File: src/tccr_pkg.sv
// package: register map, field positions and carrier types of the timer capture/compare block
package tccr_pkg;
  localparam int TCCR_ADDR_W = 8;
  localparam logic [7:0] TCCR_IO_LIMIT = 8'h3f;
  localparam logic [7:0] TCCR_DATA_BIAS = 8'h20;
  localparam logic [7:0] TCCR_EXT_BASE = 8'h60;
  // I/O offsets and extended data addresses; low I/O registers are decoded at offset plus bias in data space
  localparam logic [7:0] TCCR_CAP_A_LO = 8'h26;
  localparam logic [7:0] TCCR_CAP_A_HI = 8'h27;
  localparam logic [7:0] TCCR_MASK = 8'h37;
  localparam logic [7:0] TCCR_CMP1C_LO = 8'h78;
  localparam logic [7:0] TCCR_CMP1C_HI = 8'h79;
  localparam logic [7:0] TCCR_CAP_B_LO = 8'h80;
  localparam logic [7:0] TCCR_CAP_B_HI = 8'h81;
  localparam logic [7:0] TCCR_CMP3C_LO = 8'h82;
  localparam logic [7:0] TCCR_CMP3C_HI = 8'h83;
  localparam logic [7:0] TCCR_CMP3B_LO = 8'h84;
  localparam logic [7:0] TCCR_CMP3B_HI = 8'h85;
  localparam logic [7:0] TCCR_CMP3A_LO = 8'h86;
  localparam logic [7:0] TCCR_CMP3A_HI = 8'h87;
  localparam logic [7:0] TCCR_RESET_VAL = 8'h00;
  localparam logic [15:0] TCCR_RESET_WORD = 16'h0000;
  localparam int TCCR_BIT_CAP_IE = 5;
  localparam int TCCR_BIT_CMPA_IE = 4;
  localparam int TCCR_BIT_CMPB_IE = 3;
  localparam int TCCR_BIT_OVF_IE = 2;
  localparam logic [7:0] TCCR_MASK_OWN = 8'h3c;
  // waveform modes where the capture value is top
  localparam logic [3:0] TCCR_WGM_CAP_TOP_A = 4'hc;
  localparam logic [3:0] TCCR_WGM_CAP_TOP_B = 4'he;
  localparam int TCCR_NUM_VALUES = 6;

  typedef struct packed {
    logic [TCCR_ADDR_W-1:0] addr;
    logic [7:0] wdata;
    logic wr;
    logic rd;
    logic data_space;
  } tccr_bus_t;

  typedef struct packed {
    logic cap;
    logic cmp_a;
    logic cmp_b;
    logic ovf;
  } tccr_irq_t;
endpackage : tccr_pkg

File: src/tccr_top.sv
// capture/compare value registers of two 16-bit timers with shared byte latch
`timescale 1ns/1ps
module tccr_top
  import tccr_pkg::*;
(
  input wire logic CORE_CLK,
  input wire logic RESET_N,
  input wire logic [7:0] ADDR,
  input wire logic [7:0] WDATA,
  input wire logic WR,
  input wire logic RD,
  input wire logic DATA_SPACE,
  output logic [7:0] RDATA,
  input wire logic CAPTURE_INPUT_PIN_A,
  input wire logic CAPTURE_INPUT_PIN_B,
  input wire logic COMPARATOR_OUT,
  input wire logic CAPTURE_SRC_COMPARATOR,
  input wire logic EDGE_RISING_A,
  input wire logic EDGE_RISING_B,
  input wire logic [3:0] WAVEFORM_MODE_SELECT_A,
  input wire logic [3:0] WAVEFORM_MODE_SELECT_B,
  input wire logic [15:0] COUNTER_VALUE_A,
  input wire logic [15:0] COUNTER_VALUE_B,
  input wire logic TIMER_TICK,
  input wire logic COUNTER_WRITE_A,
  input wire logic [15:0] COMPARE_A_VALUE,
  input wire logic [15:0] COMPARE_B_VALUE,
  input wire logic OVERFLOW_EVENT,
  input wire logic GLOBAL_IRQ_ENABLE,
  input wire logic [3:0] VECTOR_ACK,
  output logic [15:0] CAPTURE_A_VALUE,
  output logic [15:0] CAPTURE_B_VALUE,
  output logic [15:0] COMPARE_FIRST_C_VALUE,
  output logic [15:0] COMPARE_SECOND_A_VALUE,
  output logic [15:0] COMPARE_SECOND_B_VALUE,
  output logic [15:0] COMPARE_SECOND_C_VALUE,
  output logic [3:0] EVENT_FLAGS,
  output logic [3:0] IRQ_REQUEST
);
  ////////////////////////////////////////////////////////////////////////////
  logic rst_s1;
  logic rst_n;
  always_ff @(posedge CORE_CLK or negedge RESET_N) begin
    if (!RESET_N) begin
      rst_s1 <= 1'b0;
      rst_n <= 1'b0;
    end else begin
      rst_s1 <= 1'b1;
      rst_n <= rst_s1;
    end
  end

  logic [2:0] pin_a_s;
  logic [2:0] pin_b_s;
  logic [2:0] cmp_s;
  always_ff @(posedge CORE_CLK or negedge rst_n) begin
    if (!rst_n) begin
      pin_a_s <= 3'h0;
      pin_b_s <= 3'h0;
      cmp_s <= 3'h0;
    end else begin
      pin_a_s <= {pin_a_s[1:0], CAPTURE_INPUT_PIN_A};
      pin_b_s <= {pin_b_s[1:0], CAPTURE_INPUT_PIN_B};
      cmp_s <= {cmp_s[1:0], COMPARATOR_OUT};
    end
  end

  ////////////////////////////////////////////////////////////////////////////
  // address map: low I/O registers seen at offset+bias from load/store
  tccr_bus_t bus;
  assign bus = '{addr: ADDR, wdata: WDATA, wr: WR, rd: RD, data_space: DATA_SPACE};
  wire low_io_dat = bus.data_space && (bus.addr >= TCCR_DATA_BIAS) &&
                    (bus.addr < TCCR_EXT_BASE);
  wire port_io = !bus.data_space && (bus.addr <= TCCR_IO_LIMIT);
  wire ext_dat = bus.data_space && (bus.addr >= TCCR_EXT_BASE);
  wire [7:0] off = low_io_dat ? bus.addr - TCCR_DATA_BIAS : bus.addr;
  wire valid = low_io_dat | port_io | ext_dat;

  // value index: 0 cap A, 1 cap B, 2 cmp1C, 3 cmp3A, 4 cmp3B, 5 cmp3C
  logic [7:0] lo_addr [TCCR_NUM_VALUES];
  assign lo_addr[0] = TCCR_CAP_A_LO;
  assign lo_addr[1] = TCCR_CAP_B_LO;
  assign lo_addr[2] = TCCR_CMP1C_LO;
  assign lo_addr[3] = TCCR_CMP3A_LO;
  assign lo_addr[4] = TCCR_CMP3B_LO;
  assign lo_addr[5] = TCCR_CMP3C_LO;

  logic [15:0] value [TCCR_NUM_VALUES];
  logic [TCCR_NUM_VALUES-1:0] hit_lo;
  logic [TCCR_NUM_VALUES-1:0] hit_hi;
  logic [TCCR_NUM_VALUES-1:0] commit;
  logic [7:0] latch;
  wire [15:0] commit_word = {latch, bus.wdata};

  genvar g;
  generate
    for (g = 0; g < TCCR_NUM_VALUES; g++) begin : g_dec
      assign hit_lo[g] = valid && (off == lo_addr[g]);
      assign hit_hi[g] = valid && (off == lo_addr[g] + 8'h01);
      assign commit[g] = hit_lo[g] & bus.wr;
    end
    for (g = 2; g < TCCR_NUM_VALUES; g++) begin : g_cmp
      always_ff @(posedge CORE_CLK or negedge rst_n) begin
        if (!rst_n) value[g] <= TCCR_RESET_WORD;
        else if (commit[g]) value[g] <= commit_word;
      end
    end
  endgenerate

  wire any_hi_wr = |hit_hi & bus.wr;
  wire any_lo_rd = |hit_lo & bus.rd;
  logic [7:0] hi_of_read;
  logic [7:0] lo_of_read;
  always_comb begin
    hi_of_read = TCCR_RESET_VAL;
    lo_of_read = TCCR_RESET_VAL;
    for (int i = 0; i < TCCR_NUM_VALUES; i++) begin
      if (hit_lo[i]) begin
        hi_of_read = value[i][15:8];
        lo_of_read = value[i][7:0];
      end
    end
  end

  // high write and low read both load the one latch
  always_ff @(posedge CORE_CLK or negedge rst_n) begin
    if (!rst_n) latch <= TCCR_RESET_VAL;
    else if (any_hi_wr) latch <= bus.wdata;
    else if (any_lo_rd) latch <= hi_of_read;
  end

  ////////////////////////////////////////////////////////////////////////////
  logic [7:0] mask;
  wire mask_hit = valid && (off == TCCR_MASK);
  always_ff @(posedge CORE_CLK or negedge rst_n) begin
    if (!rst_n) mask <= TCCR_RESET_VAL;
    else if (mask_hit && bus.wr) mask <= bus.wdata & TCCR_MASK_OWN;
  end

  ////////////////////////////////////////////////////////////////////////////
  wire src_a = CAPTURE_SRC_COMPARATOR ? cmp_s[2] : pin_a_s[2];
  wire top_a = (WAVEFORM_MODE_SELECT_A == TCCR_WGM_CAP_TOP_A) ||
               (WAVEFORM_MODE_SELECT_A == TCCR_WGM_CAP_TOP_B);
  wire top_b = (WAVEFORM_MODE_SELECT_B == TCCR_WGM_CAP_TOP_A) ||
               (WAVEFORM_MODE_SELECT_B == TCCR_WGM_CAP_TOP_B);
  // write-one clears belong to the flag register outside this block
  wire [3:0] clr = VECTOR_ACK;
  logic cap_flag_a;

  tccr_capture u_cap_a (
    .clk(CORE_CLK),
    .rst_n(rst_n),
    .event_in(src_a),
    .edge_rising(EDGE_RISING_A),
    .counter_value(COUNTER_VALUE_A),
    .cap_top_mode(top_a),
    .cpu_wr(commit[0]),
    .cpu_wdata(commit_word),
    .flag_clear(clr[3]),
    .capture_value(value[0]),
    .capture_event_flag(cap_flag_a)
  );

  tccr_capture u_cap_b (
    .clk(CORE_CLK),
    .rst_n(rst_n),
    .event_in(pin_b_s[2]),
    .edge_rising(EDGE_RISING_B),
    .counter_value(COUNTER_VALUE_B),
    .cap_top_mode(top_b),
    .cpu_wr(commit[1]),
    .cpu_wdata(commit_word),
    .flag_clear(1'b0),
    .capture_value(value[1]),
    .capture_event_flag()
  );

  ////////////////////////////////////////////////////////////////////////////
  // compare flags: match seen on one tick, flag set on the next
  logic [1:0] match_pend;
  logic block_next;
  logic cmp_a_flag;
  logic cmp_b_flag;
  logic ovf_flag;
  wire [1:0] eq = {COUNTER_VALUE_A == COMPARE_B_VALUE, COUNTER_VALUE_A == COMPARE_A_VALUE};
  wire [1:0] next_pend = (TIMER_TICK && !block_next) ? eq : match_pend;
  wire [1:0] set_cmp = TIMER_TICK ? match_pend : 2'b00;
  always_ff @(posedge CORE_CLK or negedge rst_n) begin
    if (!rst_n) begin
      match_pend <= 2'b00;
      block_next <= 1'b0;
      cmp_a_flag <= 1'b0;
      cmp_b_flag <= 1'b0;
      ovf_flag <= 1'b0;
    end else begin
      match_pend <= TIMER_TICK ? (block_next ? 2'b00 : eq) : next_pend;
      block_next <= COUNTER_WRITE_A | (block_next & ~TIMER_TICK);
      cmp_a_flag <= set_cmp[0] | (cmp_a_flag & ~clr[2]);
      cmp_b_flag <= set_cmp[1] | (cmp_b_flag & ~clr[1]);
      ovf_flag <= OVERFLOW_EVENT | (ovf_flag & ~clr[0]);
    end
  end

  tccr_irq_t flags;
  assign flags = '{cap: cap_flag_a, cmp_a: cmp_a_flag, cmp_b: cmp_b_flag, ovf: ovf_flag};
  assign EVENT_FLAGS = flags;
  assign IRQ_REQUEST = {4{GLOBAL_IRQ_ENABLE}} & mask[TCCR_BIT_CAP_IE:TCCR_BIT_OVF_IE]
                       & flags;

  ////////////////////////////////////////////////////////////////////////////
  wire [7:0] rd_mux = (|hit_hi) ? latch : (|hit_lo) ? lo_of_read :
                      mask_hit ? mask : TCCR_RESET_VAL;
  always_ff @(posedge CORE_CLK or negedge rst_n) begin
    if (!rst_n) RDATA <= TCCR_RESET_VAL;
    else if (bus.rd) RDATA <= rd_mux;
  end

  assign CAPTURE_A_VALUE = value[0];
  assign CAPTURE_B_VALUE = value[1];
  assign COMPARE_FIRST_C_VALUE = value[2];
  assign COMPARE_SECOND_A_VALUE = value[3];
  assign COMPARE_SECOND_B_VALUE = value[4];
  assign COMPARE_SECOND_C_VALUE = value[5];
endmodule : tccr_top

File: src/tccr_capture.sv
// one input capture unit: pin edge capture and capture-as-top flag
`timescale 1ns/1ps
module tccr_capture
  import tccr_pkg::*;
(
  input wire logic clk,
  input wire logic rst_n,
  input wire logic event_in,
  input wire logic edge_rising,
  input wire logic [15:0] counter_value,
  input wire logic cap_top_mode,
  input wire logic cpu_wr,
  input wire logic [15:0] cpu_wdata,
  input wire logic flag_clear,
  output logic [15:0] capture_value,
  output logic capture_event_flag
);
  logic event_d;
  wire ev_edge = edge_rising ? (event_in & ~event_d) : (~event_in & event_d);
  wire capture_now = ev_edge & ~cap_top_mode;
  wire at_top = cap_top_mode & (counter_value == capture_value);
  wire flag_set = ev_edge | at_top;
  wire next_flag = flag_set | (capture_event_flag & ~flag_clear);

  always_ff @(posedge clk or negedge rst_n) begin
    if (!rst_n) begin
      event_d <= 1'b0;
      capture_value <= TCCR_RESET_WORD;
      capture_event_flag <= 1'b0;
    end else begin
      event_d <= event_in;
      // in top mode software owns the value, so captures stop overwriting it
      if (cpu_wr) capture_value <= cpu_wdata;
      else if (capture_now) capture_value <= counter_value;
      capture_event_flag <= next_flag;
    end
  end
endmodule : tccr_capture

File: config.mk
export PLATFORM = sky130hd
export DESIGN_NAME = tccr_top
export DESIGN_NICKNAME = d
export VERILOG_FILES = /design/src/tccr_pkg.sv /design/src/tccr_top.sv /design/src/tccr_capture.sv
export SDC_FILE = /design/constraint.sdc
export NUM_CORES = 1
export LEC_CHECK = 0
export ABC_AREA = 1
export BUFFER_PORTS_ARGS = -buffer_cell sky130_fd_sc_hd__buf_2
export CAP_MARGIN = 30
export CORE_ASPECT_RATIO = 0.8
export CORE_MARGIN = 5
export CORE_UTILIZATION = 36
export CTS_CLUSTER_SIZE = 40
export DETAILED_ROUTE_END_ITERATION = 10
export PLACE_DENSITY = 0.63
export SETUP_SLACK_MARGIN = 0.2
export SLEW_MARGIN = 20
export SYNTH_ARGS = -nofsm -noshare
export SYNTH_HDL_FRONTEND = slang
export SYNTH_HIERARCHICAL = 1
export SYNTH_SLANG_ARGS = --single-unit
export TNS_END_PERCENT = 1
File: constraint.sdc
create_clock -name CORE_CLK -period 5 [get_ports CORE_CLK]
set_clock_uncertainty 0.05 [all_clocks]
set_input_delay 0.25 -clock CORE_CLK [delete_from_list [all_inputs] [get_ports CORE_CLK]]
set_output_delay 0.25 -clock CORE_CLK [all_outputs]
set_load 0.01 [all_outputs]
; Word level (Yosys, flattened, before mapping)
; Cells that the tools add are included.
[classes]
add_sub_neg = 1
n_lt_le_gt_ge = 4
eq_ne = 20
muxes = 29
bitwise = 41
reduce_logical = 29
[ops]
columns = op, count
row1 = 8-bit 2-to-1 mux, 17
row2 = 8-bit == test (second input constant), 8
row3 = 16-bit 2-to-1 mux, 4
row4 = 16-bit == test, 3
row5 = 8-bit by 6-bit == test with 1-bit output (second input constant), 3
row6 = 1-bit AND, 20
row7 = 1-bit logical AND, 19
row8 = 4-bit == test (second input constant), 4
row9 = 8-bit by 7-bit == test with 1-bit output (second input constant), 2
row10 = 6-bit OR reduction, 2
row11 = 1-bit inverter, 11
row12 = 4-bit AND, 2
row13 = 8-bit by 6-bit >= comparator with 1-bit output (second input constant), 1
row14 = 8-bit by 7-bit >= comparator with 1-bit output (second input constant), 1
row15 = 8-bit by 6-bit less-or-equal comparator with 1-bit output (second input constant), 1
row16 = 8-bit by 7-bit less-than comparator with 1-bit output (second input constant), 1
row17 = 2-bit 2-to-1 mux, 4
row18 = 1-bit OR, 8
row19 = 2-bit nonzero test, 4
row20 = 8-bit by 6-bit subtractor with 8-bit output (second input constant), 1
row21 = 6-bit 2-to-1 mux, 1
row22 = 1-bit 2-to-1 mux, 3
row23 = 1-bit logical NOT, 2
row24 = 1-bit logical OR, 2
[word_totals]
ff_bits = 136
inputBits = 107

; Longest topological paths before layout
[depth]
word_depth = 14
depth_mapped = 19
mapped_depth_nobuf = 19

; Hierarchy
; Netlist, hierarchy kept.
[by_module_without_submodules]
columns = module, instances, cells_per_inst, area_each_um2
row1 = tccr_top, 1, 719, 5685.5
row2 = tccr_capture, 2, 174, 1188.6

; Worst setup path after synthesis
; OpenSTA, ideal clock, no wires.
[synth_timing]
path_type = input to register
from = input ADDR[6]
to = register, netlist name u_cap_a/capture_value[10]
setup_ns = 0.125
arrival_ns = 2.028
required_time_ns = 4.825
path_slack_ns = 2.797
cell_stages = 18
path_cell_list = inv_2 -> ha_1 -> nand2_1 -> o21ai_4 -> nand2_4 -> nand2_4 -> nand2_1 -> nor2_2 -> inv_2 -> nor2_4 -> inv_2 -> nor2_1 -> buf_4 -> inv_2 -> buf_6 -> buf_4 -> nand3_1 -> nand3_1
[synth_between]
elab_chain_cells = 8
elab_cells_between_ends = 17
cone_classes = add/sub (1) / order compare (4) / eq/ne (1) / mux (2) / bitwise (3) / reduce/logical (6)
[synth_lines]
columns = item, line
row1 = start: declaration, tccr_top.sv:8  ; input wire logic [7:0] ADDR,
row2 = 8-bit by 6-bit >= comparator with 1-bit output, tccr_top.sv:72  ; wire low_io_dat = bus.data_space && (bus.addr >= TCCR_DATA_BIAS) &&
row3 = 1-bit logical AND (2 in a row), tccr_top.sv:72
row4 = 8-bit 2-to-1 mux or 1-bit OR (tied branches), "tccr_top.sv:76, tccr_top.sv:77"
row5 = 8-bit by 6-bit == test with 1-bit output or 1-bit OR (tied branches), "tccr_top.sv:98, tccr_top.sv:77"
row6 = 1-bit logical AND (*), tccr_top.sv:98  ; assign hit_lo[g] = valid && (off == lo_addr[g]);
row7 = 1-bit AND (*), tccr_top.sv:100  ; assign commit[g] = hit_lo[g] & bus.wr;
row8 = via commit[0], tccr_top.sv:91  ; logic [TCCR_NUM_VALUES-1:0] commit;
row9 = 16-bit 2-to-1 mux or 2-bit nonzero test (tied branches), n/a
; Mark *: on every way through the listed nets, which the timed path passes. The rest lies on a longest branch.
; A chain may end at the register's enable or synchronous reset.

; Worst setup path in the final report
[layout_timing]
from = input ADDR[6]
to = register, netlist name u_cap_a/capture_value[13]
[layout_between]
elab_chain_cells = 8
elab_cells_between_ends = 17
cone_classes = add/sub (1) / order compare (4) / eq/ne (1) / mux (2) / bitwise (3) / reduce/logical (6)
[layout_lines]
columns = item, line
row1 = 8-bit by 6-bit >= comparator with 1-bit output, tccr_top.sv:72
row2 = 1-bit logical AND (2 in a row), tccr_top.sv:72
row3 = 8-bit 2-to-1 mux or 1-bit OR (tied branches), "tccr_top.sv:76, tccr_top.sv:77"
row4 = 8-bit by 6-bit == test with 1-bit output or 1-bit OR (tied branches), "tccr_top.sv:98, tccr_top.sv:77"
row5 = 1-bit logical AND (*), tccr_top.sv:98
row6 = 1-bit AND (*), tccr_top.sv:100
row7 = via commit[0], tccr_top.sv:91
row8 = 16-bit 2-to-1 mux or 2-bit nonzero test (tied branches), n/a
; Marks and branches as above.

==> out/summary.txt <==
drt wl/cell = 17.97 um
clk slew on worst S/H paths = 0.06 ns
LEAKAGE = 5.016 nW
total wire length = 26870 um
total CTS buffers = 17
CTS resizes = 0
die height = 141.2 um
Post-Place Cells = 1452
Max rail drop VDD = 0.1877 mV
Skew-Pair Late Insertion Delay = 0.43 ns
Port Buf Inserts = 216
Synth Warn # = 6
Die W = 173.9 um
antenna violations before repair = 0
starting DRC count in detailed routing = 653
largest net degree at the start of global routing = 51
Final GP Congestion = 0.8926
critical setup path kind = in -> reg
die area = 24550 um2
non-filler cells, final = 1495
Initial Utilization = 36.20%
crit-path max FO = 29
drt via density = 5.021
global-route wire length before repair = 41140 um
hold crit path type = in -> reg
buffers and inverters on the worst path = 6
Mapped Cells = 996
Worst-Margin Slew = 0.7977 ns
Max-cap violations = 0
Placed Instance Area = 8919 um2
Mapped Area = 7740 um2
ANT cells = 0
Remaining DRCs = 0
gr ovfl total = 0
post-CTS setup buffers = 0
htree depth = 4
CP dominant cell by count = inv_2
Max Freq = 408.9 MHz
Layout Nets = 1316
ANT nets after route = 0
most common cell after layout, fill and taps aside = nand2_1
Final period util = 48.91%
Setup TNS Final = 0 ns
Rel. slew slack = 46.63%
number of global-route vias before repair = 7155
layout cells sized above 1 = 27.46%
post-synthesis net count = 1105
worst path cell trace = buf_2 -> inv_2 -> ha_1 -> nand2_1 -> o21ai_4 -> nand2_4 -> nand2_4 -> nand2_1 -> nor2_2 -> inv_2 -> nor2_4 -> inv_2 -> nor2_1 -> buf_4 -> inv_2 -> nand2_1 -> o21ai_0
syn_area_per_cell = 7.771 um2
Row Count = 48
cell area power density = 304.2 nW/um2
CTS tree = done
gr usage total = 21.72%
I/O pin cnt = 219
clock root cell = clkbuf_16
Core ar. = 21380 um2
CTS sink count = 136
total power = 2.915 mW
RSZ-0062 raised after global routing = false
Crit path arrival time = 2.71 ns
Worst Hold Margin = 0.01948 ns
critical path's slowest cell = buf_4
crit-path max cell delay = 0.25 ns
post-DP HPWL = 20810 um
Required @ worst endpoint = 5.26 ns
Final setup viols = 0
most frequent cells in the layout = nand2_1 (265), buf_2 (216), nand3_1 (152)
Final Hold Viols = 0
Clock Path Buffers = 2
CP startpoint kind = input pin
vias post-DR = 7506
Final Max Slew Viols = 0
area grow syn2layout = 23.81%
outcome = completed
design area = 9583 um2
drt pass-1 iters = 5
post-layout min period = 2.445 ns
Worst setup EP type = flop
critical path's top delay family = simple AND/OR/NAND/NOR gates
-- worst min-delay path: cells and delay by family --
family	cells	cell delay, ns
and+or+nand+nor	2	0.14
buffers and inverters	1	0.08
-- flip-flops by register name, indices dropped and copies added, names as in the netlist --
signal and cells:
COMPARE_FIRST_C_VALUE 16, COMPARE_SECOND_A_VALUE 16, COMPARE_SECOND_B_VALUE 16, COMPARE_SECOND_C_VALUE 16
RDATA 8, block_next 1, cmp_a_flag 1, cmp_b_flag 1
cmp_s 3, latch 8, mask 4, match_pend 2
ovf_flag 1, pin_a_s 3, pin_b_s 3, rst_n 1
rst_s1 1, u_cap_a/capture_event_flag 1, u_cap_a/capture_value 16, u_cap_a/event_d 1
u_cap_b/capture_value 16, u_cap_b/event_d 1
-- layout make-up --
cell class,count,area (um2)
sequential,136,3407
clock buffer,18,429.2
inverter,115,441.7
fill,2211,11800
tap,275,344.1
clock inverter,14,123.9
timing repair buffer,231,1222
multi-input combinational,706,3615
-- metal layers --
layer	vias up	GRT usage, %	wire length [um]
li1	3646	-	-
met1	3536	30.21	12020
met2	290	33.50	12140
met3	34	5.308	2116
met4	0	7.080	589
met5	-	0	0
-- repair_timing --
item | 4_1_cts | 5_1_grt
endpoints found under the setup margin | 0 | 0
endpoints found under the hold margin | 9 | 0
hold buffers | 10 | 0
-- final timing paths --
check	cells after the start	from	end	slack [ns]
setup / recovery	17	ADDR[6]	u_cap_a/capture_value[13]	2.55
hold / removal	3	COUNTER_VALUE_B[11]	u_cap_b/capture_value[11]	0.02
setup reg to reg	8	pin_a_s[2]	u_cap_a/capture_value[12]	3.43
hold reg to reg	0	rst_n	pin_b_s[1]	0.30
max in group asynchronous	1	rst_n	RDATA[0]	3.49
min in group asynchronous	2	RESET_N	rst_n	0.07
-- where the power goes --
group          internal, mW  switching (mW)  total, mW  leakage, nW
logic                 0.170           0.280      0.449         2.97
clock network         0.684           0.510       1.19        0.263
registers              1.18          0.0964       1.27         1.78
total                  2.03           0.886       2.91         5.02
-- stage by stage --
step,util (%),setup slack (ns)
floorplan,-,0.8803
global placement,41.71,2.128
detailed placement,41.71,2.068
CTS,44.77,2.505
global route,44.82,2.265
finish,44.82,2.555
Power figures use the tool's default switching activity.
